File: config.mk
export PLATFORM = sky130hd
export DESIGN_NAME = fpg_gpio_bank
export DESIGN_NICKNAME = d
export VERILOG_FILES = /design/src/fpg_pkg.sv /design/src/fpg_gpio_bank.sv /design/src/fpg_pin_sync.sv
export SDC_FILE = /design/constraint.sdc
export NUM_CORES = 1
export LEC_CHECK = 0
export ABC_AREA = 1
export BUFFER_PORTS_ARGS = -buffer_cell sky130_fd_sc_hd__clkbuf_2
export CAP_MARGIN = 10
export CELL_PAD_IN_SITES_DETAIL_PLACEMENT = 0
export CELL_PAD_IN_SITES_GLOBAL_PLACEMENT = 2
export CORE_MARGIN = 5
export CORE_UTILIZATION = 25
export DETAILED_ROUTE_END_ITERATION = 16
export PLACE_DENSITY_LB_ADDON = 0.1
export SETUP_SLACK_MARGIN = 0.5
export SYNTH_ARGS = -nofsm -noshare
export SYNTH_HDL_FRONTEND = slang
export SYNTH_SLANG_ARGS = --single-unit
export TNS_END_PERCENT = 30
File: constraint.sdc
create_clock -name i_clk -period 1.45 [get_ports i_clk]
set_input_delay 0.0725 -clock i_clk [delete_from_list [all_inputs] [get_ports i_clk]]
set_output_delay 0.0725 -clock i_clk [all_outputs]
set_load 0.005 [all_outputs]
File: src/fpg_pkg.sv
`default_nettype none
package fpg_pkg;
   // Register byte addresses. Some printed offsets are not word multiples,
   // so each printed offset is an index and the byte address is four times it.
   localparam logic [7:0] PORT_C_DATA_IDX = 8'h02;
   localparam logic [7:0] PORT_D_DATA_IDX = 8'h03;
   localparam logic [7:0] PORT_E_DATA_IDX = 8'h08;
   localparam logic [7:0] PORT_F_DATA_IDX = 8'h09;
   localparam logic [7:0] PORT_C_DIR_IDX = 8'h06;
   localparam logic [7:0] PORT_E_DIR_IDX = 8'h0c;
   localparam logic [7:0] PORT_F_DIR_IDX = 8'h0d;
   localparam int ADDR_W = 12;

   // Port widths
   localparam int PC_W = 7;
   localparam int PD_W = 7;
   localparam int PE_W = 8;
   localparam int PF_W = 6;

   // Direction reset value: all inputs
   localparam logic [7:0] DIR_RESET = 8'h00;
   // Number of synchroniser stages on pin inputs
   localparam int SYNC_STAGES = 3;

   // Pin group for one port: drive out, output enable (low = drive)
   typedef struct packed {
      logic [7:0] dout;
      logic [7:0] oe_n;
   } fpg_pin_out_t;

   // Register index to byte address
   function automatic logic [ADDR_W-1:0] fpg_byte_addr(input logic [7:0] idx);
      fpg_byte_addr = {2'b00, idx, 2'b00};
   endfunction : fpg_byte_addr
endpackage : fpg_pkg
`default_nettype wire

File: src/fpg_gpio_bank.sv
// Notes on behaviour
// - Port C has seven bidirectional pins, each with a data latch; two feed the converter.
// - Reset never loads or clears any port data latch bit.
// - Direction bit 1 drives the pin; 0 leaves it high-impedance input.
// - Reset clears every implemented direction bit, so all pins not claimed by a peripheral start as inputs.
// - Port C data read returns the latch for bits whose direction is 1.
// - Data read returns the pin level for bits whose direction is 0.
// - Writing a port C, E or F data address with byte lane 0 strobed updates the latch, whatever the direction.
// - Writing an input pin's latch neither drives the pin nor changes readback.
// - Port D has seven input-only pins, no direction register, shared with motor PWM.
// - Port D read returns pin levels, top bit zero; writes have no effect.
// - Port E has eight pins; five shared with timers, two with async serial.
// - Timer-claimed port E pins take drive from timer; direction still picks read source.
// - Port E data reads at its own address: latch for outputs, pins for inputs.
// - Port F has six pins; four shared with sync serial, two with async serial.
// - Serial-claimed port F pins ignore direction for drive; direction still picks read source.
// - Port F data reads at its own address: latch for outputs, pins for inputs.
`default_nettype none
module fpg_gpio_bank
   import fpg_pkg::*;
(
   input wire logic i_clk,
   input wire logic i_rst_n,
   // APB slave
   input wire logic i_psel,
   input wire logic i_penable,
   input wire logic i_pwrite,
   input wire logic [ADDR_W-1:0] i_paddr,
   input wire logic [31:0] i_pwdata,
   input wire logic [3:0] i_pstrb,
   output logic [31:0] o_prdata,
   output logic o_pready,
   output logic o_pslverr,
   // Port C pins
   input wire logic [PC_W-1:0] i_port_c_pin,
   output logic [PC_W-1:0] o_port_c_pin,
   output logic [PC_W-1:0] o_port_c_oe_n,
   // Port D pins (input only)
   input wire logic [PD_W-1:0] i_port_d_pin,
   // Port E pins and timer overrides
   input wire logic [PE_W-1:0] i_port_e_pin,
   output logic [PE_W-1:0] o_port_e_pin,
   output logic [PE_W-1:0] o_port_e_oe_n,
   input wire logic [PE_W-1:0] i_port_e_periph_claim,
   input wire logic [PE_W-1:0] i_port_e_periph_drive,
   input wire logic [PE_W-1:0] i_port_e_periph_dout,
   // Port F pins and serial overrides
   input wire logic [PF_W-1:0] i_port_f_pin,
   output logic [PF_W-1:0] o_port_f_pin,
   output logic [PF_W-1:0] o_port_f_oe_n,
   input wire logic [PF_W-1:0] i_port_f_periph_claim,
   input wire logic [PF_W-1:0] i_port_f_periph_drive,
   input wire logic [PF_W-1:0] i_port_f_periph_dout,
   // Synchronised levels for shared peripherals (converter, motor PWM)
   output logic [PC_W-1:0] o_port_c_level,
   output logic [PD_W-1:0] o_port_d_level
);
   // Latches: no reset on purpose so contents survive reset
   logic [PC_W-1:0] port_c_data_latch_reg;
   logic [PE_W-1:0] port_e_data_latch_reg;
   logic [PF_W-1:0] port_f_data_latch_reg;
   logic [PC_W-1:0] port_c_direction_reg;
   logic [PE_W-1:0] port_e_direction_reg;
   logic [PF_W-1:0] port_f_direction_reg;
   logic [31:0] prdata_reg;
   logic [31:0] rdata_next;
   logic [PC_W-1:0] c_sync;
   logic [PD_W-1:0] d_sync;
   logic [PE_W-1:0] e_sync;
   logic [PF_W-1:0] f_sync;
   logic wr_en;
   logic rd_en;
   logic hit;
   fpg_pin_out_t c_out;
   fpg_pin_out_t e_out;
   fpg_pin_out_t f_out;

   // Pin inputs come from outside the clock domain
   fpg_pin_sync #(.W(PC_W + PD_W + PE_W + PF_W)) u_sync (
      .i_clk(i_clk),
      .i_rst_n(i_rst_n),
      .i_async({i_port_c_pin, i_port_d_pin, i_port_e_pin, i_port_f_pin}),
      .o_level({c_sync, d_sync, e_sync, f_sync})
   );

   // Per-bit read mux: latch when output, pin when input
   function automatic logic [7:0] pick(input logic [7:0] dir, input logic [7:0] lat, input logic [7:0] pin);
      pick = (dir & lat) | (~dir & pin);
   endfunction : pick

   // Address match helper
   function automatic logic at(input logic [ADDR_W-1:0] a, input logic [7:0] idx);
      at = (a == fpg_byte_addr(idx));
   endfunction : at

   // APB: every access completes in its first access cycle, no wait states
   assign o_pready = 1'b1;
   assign wr_en = i_psel && i_penable && i_pwrite && i_pstrb[0];
   assign rd_en = i_psel && i_penable && !i_pwrite;
   assign hit = at(i_paddr, PORT_C_DATA_IDX) || at(i_paddr, PORT_D_DATA_IDX) ||
                at(i_paddr, PORT_E_DATA_IDX) || at(i_paddr, PORT_F_DATA_IDX) ||
                at(i_paddr, PORT_C_DIR_IDX) || at(i_paddr, PORT_E_DIR_IDX) ||
                at(i_paddr, PORT_F_DIR_IDX);
   // Unmapped addresses answer with an error
   assign o_pslverr = i_psel && i_penable && !hit;

   // Data latch writes, direction ignored
   always_ff @(posedge i_clk) begin
      if (wr_en) begin
         if (at(i_paddr, PORT_C_DATA_IDX)) begin
            port_c_data_latch_reg <= i_pwdata[PC_W-1:0];
         end else if (at(i_paddr, PORT_E_DATA_IDX)) begin
            port_e_data_latch_reg <= i_pwdata[PE_W-1:0];
         end else if (at(i_paddr, PORT_F_DATA_IDX)) begin
            port_f_data_latch_reg <= i_pwdata[PF_W-1:0];
         end
      end
   end

   // Direction registers, cleared by reset
   always_ff @(posedge i_clk) begin
      if (!i_rst_n) begin
         port_c_direction_reg <= DIR_RESET[PC_W-1:0];
         port_e_direction_reg <= DIR_RESET[PE_W-1:0];
         port_f_direction_reg <= DIR_RESET[PF_W-1:0];
      end else if (wr_en) begin
         if (at(i_paddr, PORT_C_DIR_IDX)) begin
            port_c_direction_reg <= i_pwdata[PC_W-1:0];
         end else if (at(i_paddr, PORT_E_DIR_IDX)) begin
            port_e_direction_reg <= i_pwdata[PE_W-1:0];
         end else if (at(i_paddr, PORT_F_DIR_IDX)) begin
            port_f_direction_reg <= i_pwdata[PF_W-1:0];
         end
      end
   end

   // Read data selection; port D writes fall through untouched
   always_comb begin
      rdata_next = 32'h0000_0000;
      if (at(i_paddr, PORT_C_DATA_IDX)) begin
         // Top bit of all three operands is zero, so the unused bit reads zero
         rdata_next[7:0] = pick({1'b0, port_c_direction_reg}, {1'b0, port_c_data_latch_reg},
                                {1'b0, c_sync});
      end else if (at(i_paddr, PORT_D_DATA_IDX)) begin
         rdata_next[7:0] = {1'b0, d_sync};
      end else if (at(i_paddr, PORT_E_DATA_IDX)) begin
         rdata_next[7:0] = pick(port_e_direction_reg, port_e_data_latch_reg, e_sync);
      end else if (at(i_paddr, PORT_F_DATA_IDX)) begin
         rdata_next[7:0] = pick({2'b00, port_f_direction_reg}, {2'b00, port_f_data_latch_reg},
                                {2'b00, f_sync});
      end else if (at(i_paddr, PORT_C_DIR_IDX)) begin
         rdata_next[7:0] = {1'b0, port_c_direction_reg};
      end else if (at(i_paddr, PORT_E_DIR_IDX)) begin
         rdata_next[7:0] = port_e_direction_reg;
      end else if (at(i_paddr, PORT_F_DIR_IDX)) begin
         rdata_next[7:0] = {2'b00, port_f_direction_reg};
      end
   end

   // Read data from a flop, captured at the edge ending the setup phase; holds until next read
   always_ff @(posedge i_clk) begin
      if (!i_rst_n) begin
         prdata_reg <= 32'h0000_0000;
      end else if (i_psel && !i_penable && !i_pwrite) begin
         prdata_reg <= rdata_next;
      end
   end
   assign o_prdata = prdata_reg;

   // Pin drive: enable low drives; claiming peripherals override direction on port E and F pins
   always_comb begin
      c_out.dout = {1'b0, port_c_data_latch_reg};
      c_out.oe_n = {1'b1, ~port_c_direction_reg};
      e_out.dout = port_e_data_latch_reg;
      e_out.oe_n = ~port_e_direction_reg;
      f_out.dout = {2'b00, port_f_data_latch_reg};
      f_out.oe_n = {2'b11, ~port_f_direction_reg};
      for (int b = 0; b < PE_W; b++) begin
         if (i_port_e_periph_claim[b]) begin
            e_out.oe_n[b] = !i_port_e_periph_drive[b];
            e_out.dout[b] = i_port_e_periph_dout[b];
         end
      end
      for (int b = 0; b < PF_W; b++) begin
         if (i_port_f_periph_claim[b]) begin
            f_out.oe_n[b] = !i_port_f_periph_drive[b];
            f_out.dout[b] = i_port_f_periph_dout[b];
         end
      end
   end

   assign o_port_c_pin = c_out.dout[PC_W-1:0];
   assign o_port_c_oe_n = c_out.oe_n[PC_W-1:0];
   assign o_port_e_pin = e_out.dout;
   assign o_port_e_oe_n = e_out.oe_n;
   assign o_port_f_pin = f_out.dout[PF_W-1:0];
   assign o_port_f_oe_n = f_out.oe_n[PF_W-1:0];
   // Shared pins seen by converter and motor PWM
   assign o_port_c_level = c_sync;
   assign o_port_d_level = d_sync;
endmodule : fpg_gpio_bank
`default_nettype wire

File: src/fpg_pin_sync.sv
`default_nettype none
module fpg_pin_sync
   import fpg_pkg::*;
#(
   parameter int W = 8
) (
   input wire logic i_clk,
   input wire logic i_rst_n,
   input wire logic [W-1:0] i_async,
   output logic [W-1:0] o_level
);
   logic [W-1:0] s1_reg;
   logic [W-1:0] s2_reg;
   logic [W-1:0] s3_reg;

   // Three-stage chain; the first stage feeds only the second
   always_ff @(posedge i_clk) begin
      if (!i_rst_n) begin
         s1_reg <= '0;
         s2_reg <= '0;
         s3_reg <= '0;
      end else begin
         s1_reg <= i_async;
         s2_reg <= s1_reg;
         s3_reg <= s2_reg;
      end
   end

   // Accept a change only once stages two and three agree, filtering one-cycle noise
   generate
      for (genvar b = 0; b < W; b++) begin : g_bit
         always_ff @(posedge i_clk) begin
            if (!i_rst_n) begin
               o_level[b] <= 1'b0;
            end else if (s2_reg[b] == s3_reg[b]) begin
               o_level[b] <= s3_reg[b];
            end
         end
      end
   endgenerate
endmodule : fpg_pin_sync
`default_nettype wire

Yosys cells after proc, flatten, opt, wreduce, memory -nomap -nowiden
Index checks and enable logic that the tools add are counted.
W data, S select, Z words.
- equal/unequal tests: 35
- muxes and demuxes: 35
- bitwise logic cells: 18
- reductions and logical operators: 35
- operators with widths (operator ; count):
    $eq A12 B6 Y1 const B ; 4
    $mux W8 ; 6
    $eq A1 B1 Y1 ; 28
    $mux W1 ; 28
    $eq A12 B4 Y1 const B ; 2
    $logic_not A1 Y1 ; 17
    $and A8 B8 Y8 ; 2
    $eq A12 B5 Y1 const B ; 1
    $and A8 B6 Y8 ; 1
    $and A8 B7 Y8 ; 1
    $not A6 Y8 ; 1
    $not A7 Y8 ; 1
    $not A8 Y8 ; 1
    $or A6 B8 Y8 ; 1
    $or A7 B8 Y8 ; 1
    $or A8 B8 Y8 ; 1
    $reduce_and A4 Y1 ; 2
    $and A7 B7 Y7 ; 1
    $not A7 Y7 ; 1
    $and A6 B6 Y6 ; 1
    $logic_and A1 B1 Y1 ; 6
    $logic_or A1 B1 Y1 ; 6
    $mux W6 ; 1
    $not A6 Y6 ; 1
    3 further kinds ; 8
- register bits: 162
- bits of input ports: 123
- output and inout port bits: 90
- logic and storage cells: 161

Longest topological paths before layout
- depth in word-level cells: 9
- mapped depth: 14
- gate-level depth less buffers: 12

Modules after synthesis
A second synthesis with hierarchy kept.
- cells, all modules: 785
- area, all modules: 6357.3 µm²
- by module, submodules not included (module ; instances ; cells an instance ; area an instance (µm²) ; seq. area each (µm²)):
    fpg_pin_sync ; 1 ; 376 ; 3340.7 ; 2242.2
    fpg_gpio_bank ; 1 ; 409 ; 3016.6 ; 1211.2

Worst setup path after synthesis
Ideal clock, no wire load.
- kind: input to register
- start: input port i_paddr[11]
- end: register port_e_data_latch_reg[0] (enable)
- setup time: 0.370 ns
- arrival time: 1.139 ns
- data required time: 1.080 ns
- path slack: -0.059 ns
- cell stages on the path: 7
- path buffers: 2
- cells stage by stage: nor2_1 -> nand2_1 -> buf_6 -> nor2_8 -> nand2_4 -> buf_6 -> nor2_1
- word-level cells in the longest chain between the ends: 3
- elaborated cells on any way between the ends: 4
- classes of those cells: 2 x eq/ne; 1 x bitwise; 1 x reduce/logical
- RTL lines (item ; RTL line ; source):
    start: declaration ; fpg_gpio_bank.sv:28 ; input wire logic [ADDR_W-1:0] i_paddr,
    $eq A12 B4 Y1 ; fpg_gpio_bank.sv:93 ; at = (a == fpg_byte_addr(idx));
    $not A1 Y1 (no source line) ; - ;
    $reduce_and A3 Y1 (no source line) * ; - ;
    end signal: assignment ; fpg_gpio_bank.sv:113 ; port_e_data_latch_reg <= i_pwdata[PE_W-1:0];
    end: declaration ; fpg_gpio_bank.sv:60 ; logic [PE_W-1:0] port_e_data_latch_reg;
Mark *: on every way between the ends. The rest lies on a longest branch, timed or not.
A chain may end at the register's enable or synchronous reset.

Final worst setup path
- start: register port_f_data_latch_reg[5]
- end: output port o_port_f_pin[5]
- word-level cells in the longest chain between the ends: 1
- RTL lines (item ; RTL line ; source):
    start: declaration ; fpg_gpio_bank.sv:61 ; logic [PF_W-1:0] port_f_data_latch_reg;
    start signal: assignment ; fpg_gpio_bank.sv:115 ; port_f_data_latch_reg <= i_pwdata[PF_W-1:0];
    $mux W1 ; fpg_gpio_bank.sv:185 ; if (i_port_f_periph_claim[b]) begin
    end: declaration ; fpg_gpio_bank.sv:49 ; output logic [PF_W-1:0] o_port_f_pin,
Every way passes these cells.

==> run summary <==
Status -> completed
Synth Area per Inst -> 7.95 µm²
First-pass GRT wire length -> 30600 µm
Crit. Startpoint -> port_f_data_latch_reg[5]
Die Ht -> 172 µm
Mapped Area -> 6520 µm²
Gp weighted congestion -> 0.779
# port buffers -> 160
Register area share after synthesis -> 52.9%
Pwr dens -> 1020 nW/µm²
WHS -> 35.6 ps
Mapped Cells -> 821
Synth cell types -> 36
Die X -> 172 µm
Slowest stage cell, crit path -> edfxtp_1
Via count -> 5730
Total GRT Usage -> 13.7%
Post-route cell area -> 9440 µm²
Post-synthesis register bit count -> 162
Register area -> 3490 µm²
Die ar. -> 29400 µm²
Fin. Hold Viols -> 0
Pleak -> 4.64 nW
Maxcap violations -> 0
Clk slew on worst S/H paths -> 70 ps
Final antenna-violating net count -> 0
Multi-input gate area in the final layout -> 2530 µm²
Clock Tree Buf Depth -> 2
Worst setup path class -> reg -> out
Root Driver -> clkbuf_16
Maximum VDD drop -> 0.639 mV
Starting Density -> 25.2%
Clock skew -> 11.6 ps
Mean routed wirelength per cell -> 14.0 µm
Pre-CTS WS -> -160 ps
Worst r2r src -> port_f_direction_reg[0]
CTS tree -> yes
TritonCTS Sinks -> 162
Worst-path maximum fanout -> 2
Most frequent cells in the layout -> nand2_1, clkbuf_2, dfxtp_1
Layout cells sized above 1 -> 35.6%
Rows -> 59
Setup crit end kind -> output port
Final HPWL from detailed placement -> 15100 µm
Critical path cell sequence -> mux2_2, clkbuf_2
Starting DRC count in detailed routing -> 228
Largest net degree at the start of global routing -> 43
Top-Level Pins -> 213
Worst path arrival time -> 1200 ps
FF-to-FF path depth -> 10
Synthesis Warnings -> 0
Req. time, crit path -> 1380 ps
Hold Startpoint -> i_psel
CP Launch Type -> flip-flop
Via density -> 3.99
Worst min path class -> in -> reg
DR pass1 iterations -> 4
Synthesis-to-finish area growth -> 44.6%
Critical R2R Capture -> o_prdata[0]
Skew-Pair Late Insertion Delay -> 420 ps
Most common cell after layout, fill and taps aside -> nand2_1
Fin Setup TNS -> 0 ps
Max Slew Vio Count -> 0
Final nets -> 1210
Pwr Total -> 9.58 mW
Core area -> 25900 µm²
Cts bufs inserted -> 17
DP Area -> 7920 µm²
RSZ-0062 raised after global routing -> yes
F_max -> 789 MHz
Largest stage delay, worst path -> 390 ps
Final worst path period share -> 87.4%
Min cycle time layout -> 1270 ps
Gr ovfl total -> 0
Number of global-route vias before repair -> 5547
Worst Setup EP -> o_port_f_pin[5]
Initial antenna violation count -> 1
Fin worst setup slack -> 182 ps
Fill cell count -> 2754
ANT cells -> 0
Drt total wl -> 20100 µm
# DRC -> 0
H-tree depth -> 4
Register-to-register setup slack -> 320 ps
Setup violators final -> 0
==> layout make-up <==
cell class / count / share of cell area, %
repair buffers: 273 / 19.9
clock buffers: 20 / 4.73
inverters: 152 / 6.13
flip-flops and latches: 162 / 37.0
multi-input cells: 481 / 26.8
clock inverters: 12 / 1.01
well taps: 335 / 4.44
==> how the worst min path moves through the flow <==
stage / to / slack [ps] / cells after the start
2_1_floorplan: u_sync.s1_reg[0] / 170 / 2
3_5_place_dp: u_sync.s1_reg[20] / 260 / 3
3_3_place_gp: u_sync.s1_reg[20] / 250 / 3
5_1_grt: o_prdata[7] / 40 / 4
4_1_cts: o_prdata[7] / 0.7 / 4
6_report: o_prdata[7] / 40 / 4
==> stage by stage <==
step,cells,utilization (%)
3_3_place_gp,1330,30.6
4_1_cts,1425,35.2
3_5_place_dp,1330,30.6
6_report,1435,36.4
5_1_grt,1435,36.4
2_1_floorplan,844,-
==> cell families after synthesis <==
kind of cell / count (synthesis) / share of synthesized area [%]
and+or+nand+nor: 274 / 18.0
buffers and inverters: 201 / 13.7
AOI/OAI and AO/OA: 174 / 14.0
DFF: 162 / 52.9
muxes: 8 / 1.25
other: 2 / 0.115
==> critical path, delay by kind of cell (launching register included) <==
| kind | cells | cell delay, ps |
|---|---|---|
| buffers and inverters | 1 | 110 |
| DFF | 1 | 390 |
| muxes | 1 | 270 |
==> where the power goes <==
group / internal [mW] / total [mW] / switching (mW) / leakage, nW
Sequential: 4.64 / 4.68 / 0.0469 / 1.35
Clock: 2.28 / 4.20 / 1.92 / 0.274
Combinational: 0.334 / 0.699 / 0.365 / 3.02
Total: 7.25 / 9.58 / 2.33 / 4.64
==> per-layer routing <==
| metal | vias to the layer above | routed length (µm) | GRT usage [%] |
|---|---|---|---|
| met5 | - | 13 | 0 |
| met4 | 2 | 112 | 3.00 |
| met3 | 8 | 1270 | 3.54 |
| met2 | 125 | 9450 | 22.5 |
| met1 | 2524 | 9290 | 18.2 |
| li1 | 3071 | - | - |
==> repair_timing <==
item                       4_1_cts  5_1_grt
setup endpoints to repair       94      115
pin swaps                       14       21
hold endpoints to repair        55        0
cloned                           0        1
resized for setup               72      107
setup buffers                   23        9
hold buffers                    40        0
==> synth_stat cells <==
| cell | count | area share (%) |
|---|---|---|
| nor2_8 | 2 | 0.61 |
| nand2_1 | 150 | 8.6 |
| inv_4 | 1 | 0.096 |
| nand2_2 | 4 | 0.38 |
| edfxtp_1 | 21 | 9.7 |
| nand4_1 | 9 | 0.86 |
| buf_2 | 3 | 0.23 |
| nand2_4 | 2 | 0.35 |
| nor3_2 | 1 | 0.15 |
| o211ai_1 | 2 | 0.23 |
| conb_1 | 2 | 0.12 |
| o2111ai_1 | 1 | 0.13 |
| nand3_1 | 13 | 1.0 |
| buf_4 | 25 | 2.9 |
| dfxtp_1 | 141 | 43 |
| nand3_2 | 1 | 0.15 |
| nor2_2 | 2 | 0.19 |
| inv_2 | 2 | 0.12 |
| nor4_1 | 1 | 0.096 |
| inv_1 | 148 | 8.5 |
| o21ai_1 | 13 | 1.0 |
| o31ai_1 | 1 | 0.12 |
| nor2_1 | 83 | 4.8 |
| a21oi_1 | 64 | 4.9 |
| nand3b_1 | 1 | 0.12 |
| clkinv_1 | 1 | 0.057 |
| mux2_2 | 1 | 0.17 |
| a211oi_1 | 6 | 0.69 |
| a21oi_2 | 4 | 0.54 |
| mux2i_1 | 7 | 1.1 |
| nor3b_1 | 1 | 0.12 |
| clkbuf_1 | 16 | 0.92 |
| or2_2 | 1 | 0.096 |
| o21ai_0 | 83 | 6.4 |
| nor2_4 | 3 | 0.52 |
| buf_6 | 5 | 0.86 |
No activity file was read; power rests on OpenSTA's default activity.
